==> config.mk <==
export PLATFORM = sky130hd
export DESIGN_NAME = cccr_core_config_control
export DESIGN_NICKNAME = d
export VERILOG_FILES = /design/src/common/cccr_pkg.sv /design/src/rtl/cccr_ctl_bit.sv /design/src/rtl/cccr_core_config_control.sv
export SDC_FILE = /design/constraint.sdc
export NUM_CORES = 1
export LEC_CHECK = 0
export CAP_MARGIN = 20
export CELL_PAD_IN_SITES_DETAIL_PLACEMENT = 1
export CELL_PAD_IN_SITES_GLOBAL_PLACEMENT = 1
export CORE_AREA = 2 2 81 83
export CTS_BUF_LIST = sky130_fd_sc_hd__clkbuf_2 sky130_fd_sc_hd__clkbuf_4 sky130_fd_sc_hd__clkbuf_8
export DETAILED_ROUTE_END_ITERATION = 10
export DIE_AREA = 0 0 83 85
export DONT_BUFFER_PORTS = 1
export PLACE_DENSITY = 0.85
export SLEW_MARGIN = 20
export SYNTH_ARGS = -nofsm -noshare
export SYNTH_HDL_FRONTEND = slang
export SYNTH_HIERARCHICAL = 1
export SYNTH_SLANG_ARGS = --single-unit
==> constraint.sdc <==
create_clock -name pclk -period 1.4 [get_ports pclk]
set_input_delay 0.07 -clock pclk [delete_from_list [all_inputs] [get_ports pclk]]
set_output_delay 0.07 -clock pclk [all_outputs]
set_load 0.005 [all_outputs]
==> src/common/cccr_pkg.sv <==
package cccr_pkg;

  // Register map, byte addresses on the APB side
  localparam int unsigned ADDR_W = 12;
  localparam logic [11:0] CTL_OFFSET = 12'h000;
  localparam logic [11:0] STATUS_OFFSET = 12'h004;

  // Control register field positions
  localparam int unsigned ALIGN8_BIT = 9;
  localparam int unsigned FAULT_IGN_BIT = 8;
  localparam int unsigned DIV0_BIT = 4;
  localparam int unsigned MISALIGN_BIT = 3;
  localparam int unsigned UNPRIV_PEND_BIT = 1;
  localparam int unsigned NONBASE_BIT = 0;

  // Control register reset values, one per field
  localparam logic ALIGN8_RESET = 1'b1;
  localparam logic FAULT_IGN_RESET = 1'b0;
  localparam logic DIV0_RESET = 1'b0;
  localparam logic MISALIGN_RESET = 1'b0;
  localparam logic UNPRIV_PEND_RESET = 1'b0;
  localparam logic NONBASE_RESET = 1'b0;

  // Stack alignment bit may be built read-only
  localparam logic ALIGN8_WRITABLE = 1'b1;

  // Event status register field positions
  localparam int unsigned ST_DIV0_BIT = 0;
  localparam int unsigned ST_MISALIGN_BIT = 1;
  localparam int unsigned ST_LOCKUP_BIT = 2;
  localparam int unsigned ST_TRIG_REFUSE_BIT = 3;
  localparam int unsigned ST_THREAD_FAULT_BIT = 4;
  localparam int unsigned ST_FAULT_IGN_BIT = 5;
  localparam int unsigned ST_WIDTH = 6;
  localparam logic [5:0] STATUS_RESET = 6'h00;

  // Stack frame alignment
  localparam int unsigned SP_ALIGN_BITS = 3;

  typedef struct packed {
    logic exception_frame_align8;
    logic high_priority_fault_ignore;
    logic zero_divide_trap_enable;
    logic misaligned_access_trap_enable;
    logic unprivileged_pend_enable;
    logic non_base_thread_entry_enable;
  } cccr_cfg_t;

  // One-cycle event requests from the core
  typedef struct packed {
    logic div_zero;
    logic unaligned_single;
    logic unaligned_multi;
    logic unaligned_excl;
    logic trig_access;
    logic trig_unpriv;
    logic thread_return;
    logic thread_nonbase;
    logic precise_fault;
    logic fault_prio_neg;
    logic exc_entry;
    logic [31:0] sp;
  } cccr_req_t;

  // Registered decisions back to the core
  typedef struct packed {
    logic div_trap;
    logic align_fault;
    logic trig_grant;
    logic trig_refuse;
    logic thread_grant;
    logic thread_fault;
    logic lockup;
    logic fault_ignored;
    logic entry_valid;
    logic sp_adjusted;
    logic [31:0] entry_sp;
  } cccr_act_t;

endpackage : cccr_pkg

==> src/rtl/cccr_ctl_bit.sv <==
`timescale 1ns/100ps
`default_nettype none

module cccr_ctl_bit #(
  parameter logic WRITABLE = 1'b1,
  parameter logic RESET_VAL = 1'b0
) (
  input wire logic pclk,
  input wire logic presetn,
  input wire logic wr_en,
  input wire logic wr_val,
  output logic q
);

  always_ff @(posedge pclk or negedge presetn) begin
    if (!presetn) begin
      q <= RESET_VAL;
    end else if (WRITABLE && wr_en) begin
      q <= wr_val;
    end
  end

endmodule : cccr_ctl_bit

`default_nettype wire

==> src/rtl/cccr_core_config_control.sv <==
// Chosen here: the APB interface to the registers and the register addresses.
`timescale 1ns/100ps
`default_nettype none

module cccr_core_config_control (
  input wire logic pclk,
  input wire logic presetn,
  input wire logic psel,
  input wire logic penable,
  input wire logic pwrite,
  input wire logic [11:0] paddr,
  input wire logic [31:0] pwdata,
  input wire logic [3:0] pstrb,
  output logic [31:0] prdata,
  output logic pready,
  output logic pslverr,
  output cccr_pkg::cccr_cfg_t cfg,
  input wire cccr_pkg::cccr_req_t req,
  output cccr_pkg::cccr_act_t act
);

  logic access_phase;
  logic wr_commit;
  logic ctl_sel;
  logic status_sel;
  logic ctl_wr_lo;
  logic ctl_wr_hi;
  logic [31:0] rd_word;
  logic [5:0] status_reg;
  logic [5:0] status_next;
  logic [5:0] status_set;
  logic [5:0] status_clr;
  cccr_pkg::cccr_act_t act_next;
  logic [31:0] sp_aligned;

  // Bus decode
  assign access_phase = psel && penable;
  assign ctl_sel = (paddr == cccr_pkg::CTL_OFFSET);
  assign status_sel = (paddr == cccr_pkg::STATUS_OFFSET);

  // Writes land only at the edge where pready is seen high
  assign wr_commit = access_phase && pready && pwrite;

  // Byte lanes: fault-ignore and align live in lane 1, the rest in lane 0
  assign ctl_wr_lo = wr_commit && ctl_sel && pstrb[0];
  assign ctl_wr_hi = wr_commit && ctl_sel && pstrb[1];

  cccr_ctl_bit #(
    .WRITABLE(cccr_pkg::ALIGN8_WRITABLE),
    .RESET_VAL(cccr_pkg::ALIGN8_RESET)
  ) u_align8 (
    .pclk(pclk),
    .presetn(presetn),
    .wr_en(ctl_wr_hi),
    .wr_val(pwdata[cccr_pkg::ALIGN8_BIT]),
    .q(cfg.exception_frame_align8)
  );

  cccr_ctl_bit #(
    .WRITABLE(1'b1),
    .RESET_VAL(cccr_pkg::FAULT_IGN_RESET)
  ) u_fault_ign (
    .pclk(pclk),
    .presetn(presetn),
    .wr_en(ctl_wr_hi),
    .wr_val(pwdata[cccr_pkg::FAULT_IGN_BIT]),
    .q(cfg.high_priority_fault_ignore)
  );

  cccr_ctl_bit #(
    .WRITABLE(1'b1),
    .RESET_VAL(cccr_pkg::DIV0_RESET)
  ) u_div0 (
    .pclk(pclk),
    .presetn(presetn),
    .wr_en(ctl_wr_lo),
    .wr_val(pwdata[cccr_pkg::DIV0_BIT]),
    .q(cfg.zero_divide_trap_enable)
  );

  cccr_ctl_bit #(
    .WRITABLE(1'b1),
    .RESET_VAL(cccr_pkg::MISALIGN_RESET)
  ) u_misalign (
    .pclk(pclk),
    .presetn(presetn),
    .wr_en(ctl_wr_lo),
    .wr_val(pwdata[cccr_pkg::MISALIGN_BIT]),
    .q(cfg.misaligned_access_trap_enable)
  );

  cccr_ctl_bit #(
    .WRITABLE(1'b1),
    .RESET_VAL(cccr_pkg::UNPRIV_PEND_RESET)
  ) u_unpriv_pend (
    .pclk(pclk),
    .presetn(presetn),
    .wr_en(ctl_wr_lo),
    .wr_val(pwdata[cccr_pkg::UNPRIV_PEND_BIT]),
    .q(cfg.unprivileged_pend_enable)
  );

  cccr_ctl_bit #(
    .WRITABLE(1'b1),
    .RESET_VAL(cccr_pkg::NONBASE_RESET)
  ) u_nonbase (
    .pclk(pclk),
    .presetn(presetn),
    .wr_en(ctl_wr_lo),
    .wr_val(pwdata[cccr_pkg::NONBASE_BIT]),
    .q(cfg.non_base_thread_entry_enable)
  );

  // Read mux
  always_comb begin
    rd_word = 32'h0000_0000;
    if (ctl_sel) begin
      rd_word[cccr_pkg::ALIGN8_BIT] = cfg.exception_frame_align8;
      rd_word[cccr_pkg::FAULT_IGN_BIT] = cfg.high_priority_fault_ignore;
      rd_word[cccr_pkg::DIV0_BIT] = cfg.zero_divide_trap_enable;
      rd_word[cccr_pkg::MISALIGN_BIT] = cfg.misaligned_access_trap_enable;
      rd_word[cccr_pkg::UNPRIV_PEND_BIT] = cfg.unprivileged_pend_enable;
      rd_word[cccr_pkg::NONBASE_BIT] = cfg.non_base_thread_entry_enable;
    end else if (status_sel) begin
      rd_word[cccr_pkg::ST_WIDTH-1:0] = status_reg;
    end
  end

  // One wait state keeps pready and prdata straight from flops
  always_ff @(posedge pclk or negedge presetn) begin
    if (!presetn) begin
      pready <= 1'b0;
    end else begin
      pready <= access_phase && !pready;
    end
  end

  always_ff @(posedge pclk or negedge presetn) begin
    if (!presetn) begin
      prdata <= 32'h0000_0000;
    end else if (access_phase && !pready && !pwrite) begin
      prdata <= rd_word;
    end else begin
      prdata <= 32'h0000_0000;
    end
  end

  // Unmapped addresses answer with an error, nothing stored
  always_ff @(posedge pclk or negedge presetn) begin
    if (!presetn) begin
      pslverr <= 1'b0;
    end else begin
      pslverr <= access_phase && !pready && !ctl_sel && !status_sel;
    end
  end

  // Stack pointer rounded down to the next 8-byte boundary
  assign sp_aligned = {req.sp[31:cccr_pkg::SP_ALIGN_BITS],
                       {cccr_pkg::SP_ALIGN_BITS{1'b0}}};

  // Decisions from the current controls
  always_comb begin
    act_next = '0;
    act_next.div_trap = req.div_zero && cfg.zero_divide_trap_enable;
    act_next.align_fault =
      (req.unaligned_single && cfg.misaligned_access_trap_enable) ||
      req.unaligned_multi || req.unaligned_excl;
    act_next.trig_grant = req.trig_access &&
      (!req.trig_unpriv || cfg.unprivileged_pend_enable);
    act_next.trig_refuse = req.trig_access && req.trig_unpriv &&
      !cfg.unprivileged_pend_enable;
    act_next.thread_fault = req.thread_return && req.thread_nonbase &&
      !cfg.non_base_thread_entry_enable;
    act_next.thread_grant = req.thread_return &&
      (!req.thread_nonbase || cfg.non_base_thread_entry_enable);
    act_next.lockup = req.precise_fault && req.fault_prio_neg &&
      !cfg.high_priority_fault_ignore;
    act_next.fault_ignored = req.precise_fault && req.fault_prio_neg &&
      cfg.high_priority_fault_ignore;
    act_next.entry_valid = req.exc_entry;
    if (req.exc_entry) begin
      if (cfg.exception_frame_align8) begin
        act_next.entry_sp = sp_aligned;
        act_next.sp_adjusted = (sp_aligned != req.sp);
      end else begin
        act_next.entry_sp = req.sp;
        act_next.sp_adjusted = 1'b0;
      end
    end
  end

  always_ff @(posedge pclk or negedge presetn) begin
    if (!presetn) begin
      act <= '0;
    end else begin
      act <= act_next;
    end
  end

  // Sticky event record, write one to clear
  always_comb begin
    status_set = '0;
    status_set[cccr_pkg::ST_DIV0_BIT] = act_next.div_trap;
    status_set[cccr_pkg::ST_MISALIGN_BIT] = act_next.align_fault;
    status_set[cccr_pkg::ST_LOCKUP_BIT] = act_next.lockup;
    status_set[cccr_pkg::ST_TRIG_REFUSE_BIT] = act_next.trig_refuse;
    status_set[cccr_pkg::ST_THREAD_FAULT_BIT] = act_next.thread_fault;
    status_set[cccr_pkg::ST_FAULT_IGN_BIT] = act_next.fault_ignored;
  end

  assign status_clr = (wr_commit && status_sel && pstrb[0]) ?
                      pwdata[cccr_pkg::ST_WIDTH-1:0] : 6'h00;

  // Set wins over a clear in the same cycle
  assign status_next = (status_reg & ~status_clr) | status_set;

  always_ff @(posedge pclk or negedge presetn) begin
    if (!presetn) begin
      status_reg <= cccr_pkg::STATUS_RESET;
    end else begin
      status_reg <= status_next;
    end
  end

endmodule : cccr_core_config_control

`default_nettype wire

# Word level (Yosys, flattened, before mapping)

Cells that the tools add are included.

Output and inout bits: 82
Register bits after elaboration: 88
Word-level logic and storage cells: 73
Input port bits: 96

Equality and inequality tests: 1
Bitwise operators: 3
Mux-type cells: 10
Reduce and logical (&&, ||, !) cells: 38

Operators by type and width:

| kind                                                              | count |
|---|---|
| 33-bit 2-to-1 mux                                                 | 2 |
| 1-bit logical AND                                                 | 23 |
| 12-bit by 3-bit == test with 1-bit output (second input constant) | 1 |
| 12-bit zero test                                                  | 1 |
| 6-bit 2-to-1 mux                                                  | 2 |
| 10-bit 2-to-1 mux                                                 | 1 |
| 1-bit zero test                                                   | 9 |
| 6-bit AND                                                         | 1 |
| 2-bit 2-to-1 mux                                                  | 3 |
| 6-bit NOT                                                         | 1 |
| 6-bit bitwise OR                                                  | 1 |
| 1-bit logical OR                                                  | 4 |
| 3-bit nonzero test                                                | 1 |
| 1-bit 2-to-1 mux                                                  | 2 |

# Logic depth before layout (Yosys ltp)

Depth in word-level cells: 9
Mapped depth: 4

# Hierarchy

The synthesis kept the hierarchy.

By module, submodules not included:

| module                     | times used | cells an instance | area each (um^2) |
|---|---|---|---|
| cccr_core_config_control   | 1          | 187               | 2283.4 |
| cccr_ctl_bit at u_div0 ... | 5          | 2                 | 40.0 |
| cccr_ctl_bit at u_align8   | 1          | 2                 | 41.3 |

# Worst setup path before layout

No wires, ideal clock.

Kind: flip-flop to flip-flop
Start: register pready
End: register u_div0.q
Required time: 1275 ps
Data arrival time: 1447 ps
Stages on the path, launching flop included: 4
Path buffers: 0
Library setup time: 125 ps
Path slack: -172 ps
Path through: dfrtp_1 > nand4_1 > nor4_2 > mux2_4

Word-level cells in the longest chain between the ends: 4

Ends and longest elaborated chain:

| item                            | RTL line                        | source |
|---|---|---|
| from (decl)                     | cccr_core_config_control.sv:15  | `output logic pready,` |
| from (signal assigned)          | cccr_core_config_control.sv:134 | `pready <= access_phase && !pready;` |
| 1-bit logical AND (2 in series) | cccr_core_config_control.sv:42  | `assign wr_commit = access_phase && pready && pwrite;` |
| 1-bit logical AND (2 in series) | cccr_core_config_control.sv:45  | `assign ctl_wr_lo = wr_commit && ctl_sel && pstrb[0];` |
| net ctl_wr_lo                   | cccr_core_config_control.sv:26  | `logic ctl_wr_lo;` |
| to (signal assigned)            | cccr_ctl_bit.sv:19              | `q <= wr_val;` |
| to (decl)                       | cccr_ctl_bit.sv:12              | `output logic q` |

The timed path passes the listed nets, and every way through them passes these cells.
A chain may end at the register's enable or synchronous reset.

# Final worst setup path

Start: register pready
End: register u_unpriv_pend.q

Word-level cells in the longest chain between the ends: 4

Ends and longest elaborated chain:

| item                            | RTL line |
|---|---|
| 1-bit logical AND (2 in series) | cccr_core_config_control.sv:42 |
| 1-bit logical AND (2 in series) | cccr_core_config_control.sv:45 |
| net ctl_wr_lo                   | cccr_core_config_control.sv:26 |
| to (signal assigned)            | cccr_ctl_bit.sv:19 |
| to (decl)                       | cccr_ctl_bit.sv:12 |

The timed path passes the listed nets, and every way through them passes these cells.

==> flow_summary.toml <==
[status]
status = "finished with violations"
violations = "negative hold slack"

[floorplan]
io_pins = 178
die_w_microns = 83
die-area_sq_um = 7060
dieHeight_microns = 85
core_area_sq_um = 6200
core.rowCount = 29
initial_core_util = 0.407

[cts]
post_cts_buffers = 0
clockBufferDepth = 2
clkLatencyLatePin_ns = 0.34
cts_root_buf = "clkbuf_8"
hold_buffers = 56
clock-sinks = 64
htree_levels = 3
cts_made_buffers = 9
clk_pin_slew_ns = 0.07
cts_tree = "built"

[power_and_ir_drop]
power.density_nw_per_um2 = 1110
ir_drop_mv = 0.572
total_power_w = 0.00374
p_leak_nw = 1.53

[flow_run]
maxCapViolCount = 0

[logic_synthesis]
synth_top_family_by_area = "simple AND/OR/NAND/NOR gates"
synth.area.mux_share = 0.0515
synth_cell_type_count = 28
netlist_area_sq_um = 2520
synthCells = 199
synth_simple_gate_area_frac = 0.193
synth_area_leader_cell = "dfrtp_1"
synth_top_area_frac = 0.624
synthTopCellsByArea = "dfrtp_1, and2_1, buf_4, mux2_4, nor4_2"
synth_adder_area_share = 0
synth_area_per_cell_sq_um = 12.7
synth_xor_area_frac = 0
yosysSeqAreaShare = 0.635
yosys_register_bits = 64
ys.warnings.count = 6
synth-compound-area-share = 0.0268

[critical_path]
crit_arrival_ns = 1.60
crit_type = "flip-flop to flip-flop"
max_stage_delay_ns = 0.39
cp_max_fo = 4
critPathCaptureType = "flip-flop"
critPathRequiredTime_ns = 1.62
crit_chain = "nand4_1 > nor4_4 > buf_6 > mux2_4"
startpoint_type = "flip-flop"
worst_path_max_delay_cell = "dfrtp_1"

[detailed_routing]
avgViaCountPerCell = 4.94
post_drt_wl_per_cell_microns = 19.2
drtIter0Drc = 47
dr.pass1.iters = 4
drc = 0
final_antenna_net_count = 0
drt_wl_total_mm = 6.69
dr_total_vias = 1720

[grt]
grt_pass1_vias = 1898
grt_pass1_wl_mm = 10.3
grt_max_degree = 65
antenna_found_initial = 0
grt_usage = 0.192
grt_overflow_total = 0

[cells_and_area]
antenna_cells = 0
largest_reg_flops = 42
layout_commonest_cell = "dfrtp_1"
layout.nets = 362
syn_to_final_growth_pct = 33.8
nFillCells = 623
drive_gt1_frac = 0.170
fin_util = 0.544
layout_common_cells = "dfrtp_1, dlygate4sd3_1, and2_1"
fin_area_sq_um = 3380

[timing]
timing.hold.ws_ns = -0.581
worst_pin_slew_ns = 0.823
final.min_clock_period_ns = 1.38
timing.final.crit_share = 0.982
clock-skew-final_ns = 0.00613
drv_slew = 0
finalHoldViolCount = 64
slew_headroom = 0.449
fmax_ghz = 0.727
setup_tns_ns = 0
setup_viol = 0
grt_setup_unrepaired = "true"

[placed_design]
gp_congestion = 0.712
place_area_sq_um = 2560
dp_hpwl_mm = 4.05
port_buffers = 0

[hold_path]
hp-class = "input port to async pin"
==> layer usage <==
| layer | part of all wire | GRT usage |
|---|---|---|
| met4 | 0.034 | 0.113 |
| met1 | 0.37 | 0.217 |
| met5 | 0 | 0 |
| met3 | 0.050 | 0.0399 |
| met2 | 0.55 | 0.338 |
==> Yosys cell counts <==
master / number
mux2i_1: 4
a211o_1: 1
nand3_2: 1
buf_6: 1
dfstp_2: 1
a2bb2oi_1: 1
o311a_1: 1
nand2_1: 8
conb_1: 1
clkbuf_1: 5
nor4_2: 4
nand4_1: 1
nor4_1: 7
and3b_1: 3
nor2_1: 6
and4_1: 3
or3_1: 1
mux2_4: 6
and2_1: 33
inv_1: 5
nor2b_1: 1
a21boi_0: 2
a21oi_1: 5
buf_2: 1
dfrtp_1: 63
nor3_1: 8
and3_1: 2
buf_4: 24
==> critical path, delay by kind of cell (launching register included) <==
kind,cells,cell delay (ns)
AND/OR/NAND/NOR,2,0.41
buffers and inverters,1,0.17
flip-flops,1,0.39
multiplexers,1,0.29
==> worst paths after layout <==
kind / start / to / slack (ns) / cells after the start
worst max-delay path: pready$_DFF_PN0_ / u_unpriv_pend/q$_DFFE_PN0P_ / 0.02 / 4
max in group asynchronous: presetn / u_align8/q$_DFFE_PN1P_ / 1.77 / 0
worst max register to register: pready$_DFF_PN0_ / u_unpriv_pend/q$_DFFE_PN0P_ / 0.02 / 4
worst min register to register: status_reg[1]$_DFF_PN0_ / status_reg[1]$_DFF_PN0_ / 0.55 / 2
worst min-delay path: presetn / act[36]$_DFF_PN0_ / -0.58 / 0
min in group pclk: paddr[2] / status_reg[2]$_DFF_PN0_ / 0.04 / 3
==> cell type report <==
type | instances | area (sq um) | area share
Clock inverter | 7 | 72.6 | 0.0215
Sequential cell | 64 | 1610 | 0.475
Inverter | 5 | 18.8 | 0.00556
Tap cell | 77 | 96.3 | 0.0285
Clock buffer | 9 | 124 | 0.0367
Timing Repair Buffer | 64 | 628 | 0.186
Multi-Input combinational cell | 122 | 833 | 0.247
==> stage by stage <==
stage	hold WS, ns	cells	setup slack (ns)
after global placement	-0.225	276	-0.0241
after floorplan	-0.226	222	-0.0743
after detailed placement	-0.225	276	-0.0516
final	-0.581	348	0.0249
after CTS	-0.598	348	0.00584
after global routing	-0.608	348	-0.0686
==> timing repair <==
action                                  4_1_cts  5_1_grt
resized for setup                             0       15
endpoints found under the setup margin        0       15
endpoints found under the hold margin       125       64
==> report_power, final <==
| group | switching [W] | leakage (nW) | total (W) | internal (W) |
|---|---|---|---|---|
| clock network | 0.000718 | 0.0952 | 0.00154 | 0.000820 |
| logic | 0.000107 | 0.617 | 0.000256 | 0.000149 |
| registers | 0.0000355 | 0.819 | 0.00194 | 0.00191 |
==> logic make-up (layout without fill, tap and decap cells) <==
kind of cell    after synthesis  in the layout
simple gates                 78             78
flops                        64             64
buf+inv                      36             85
compound gates               10             10
mux                          10             10
other cells                   1             24
(Power assumes the default switching activity.)
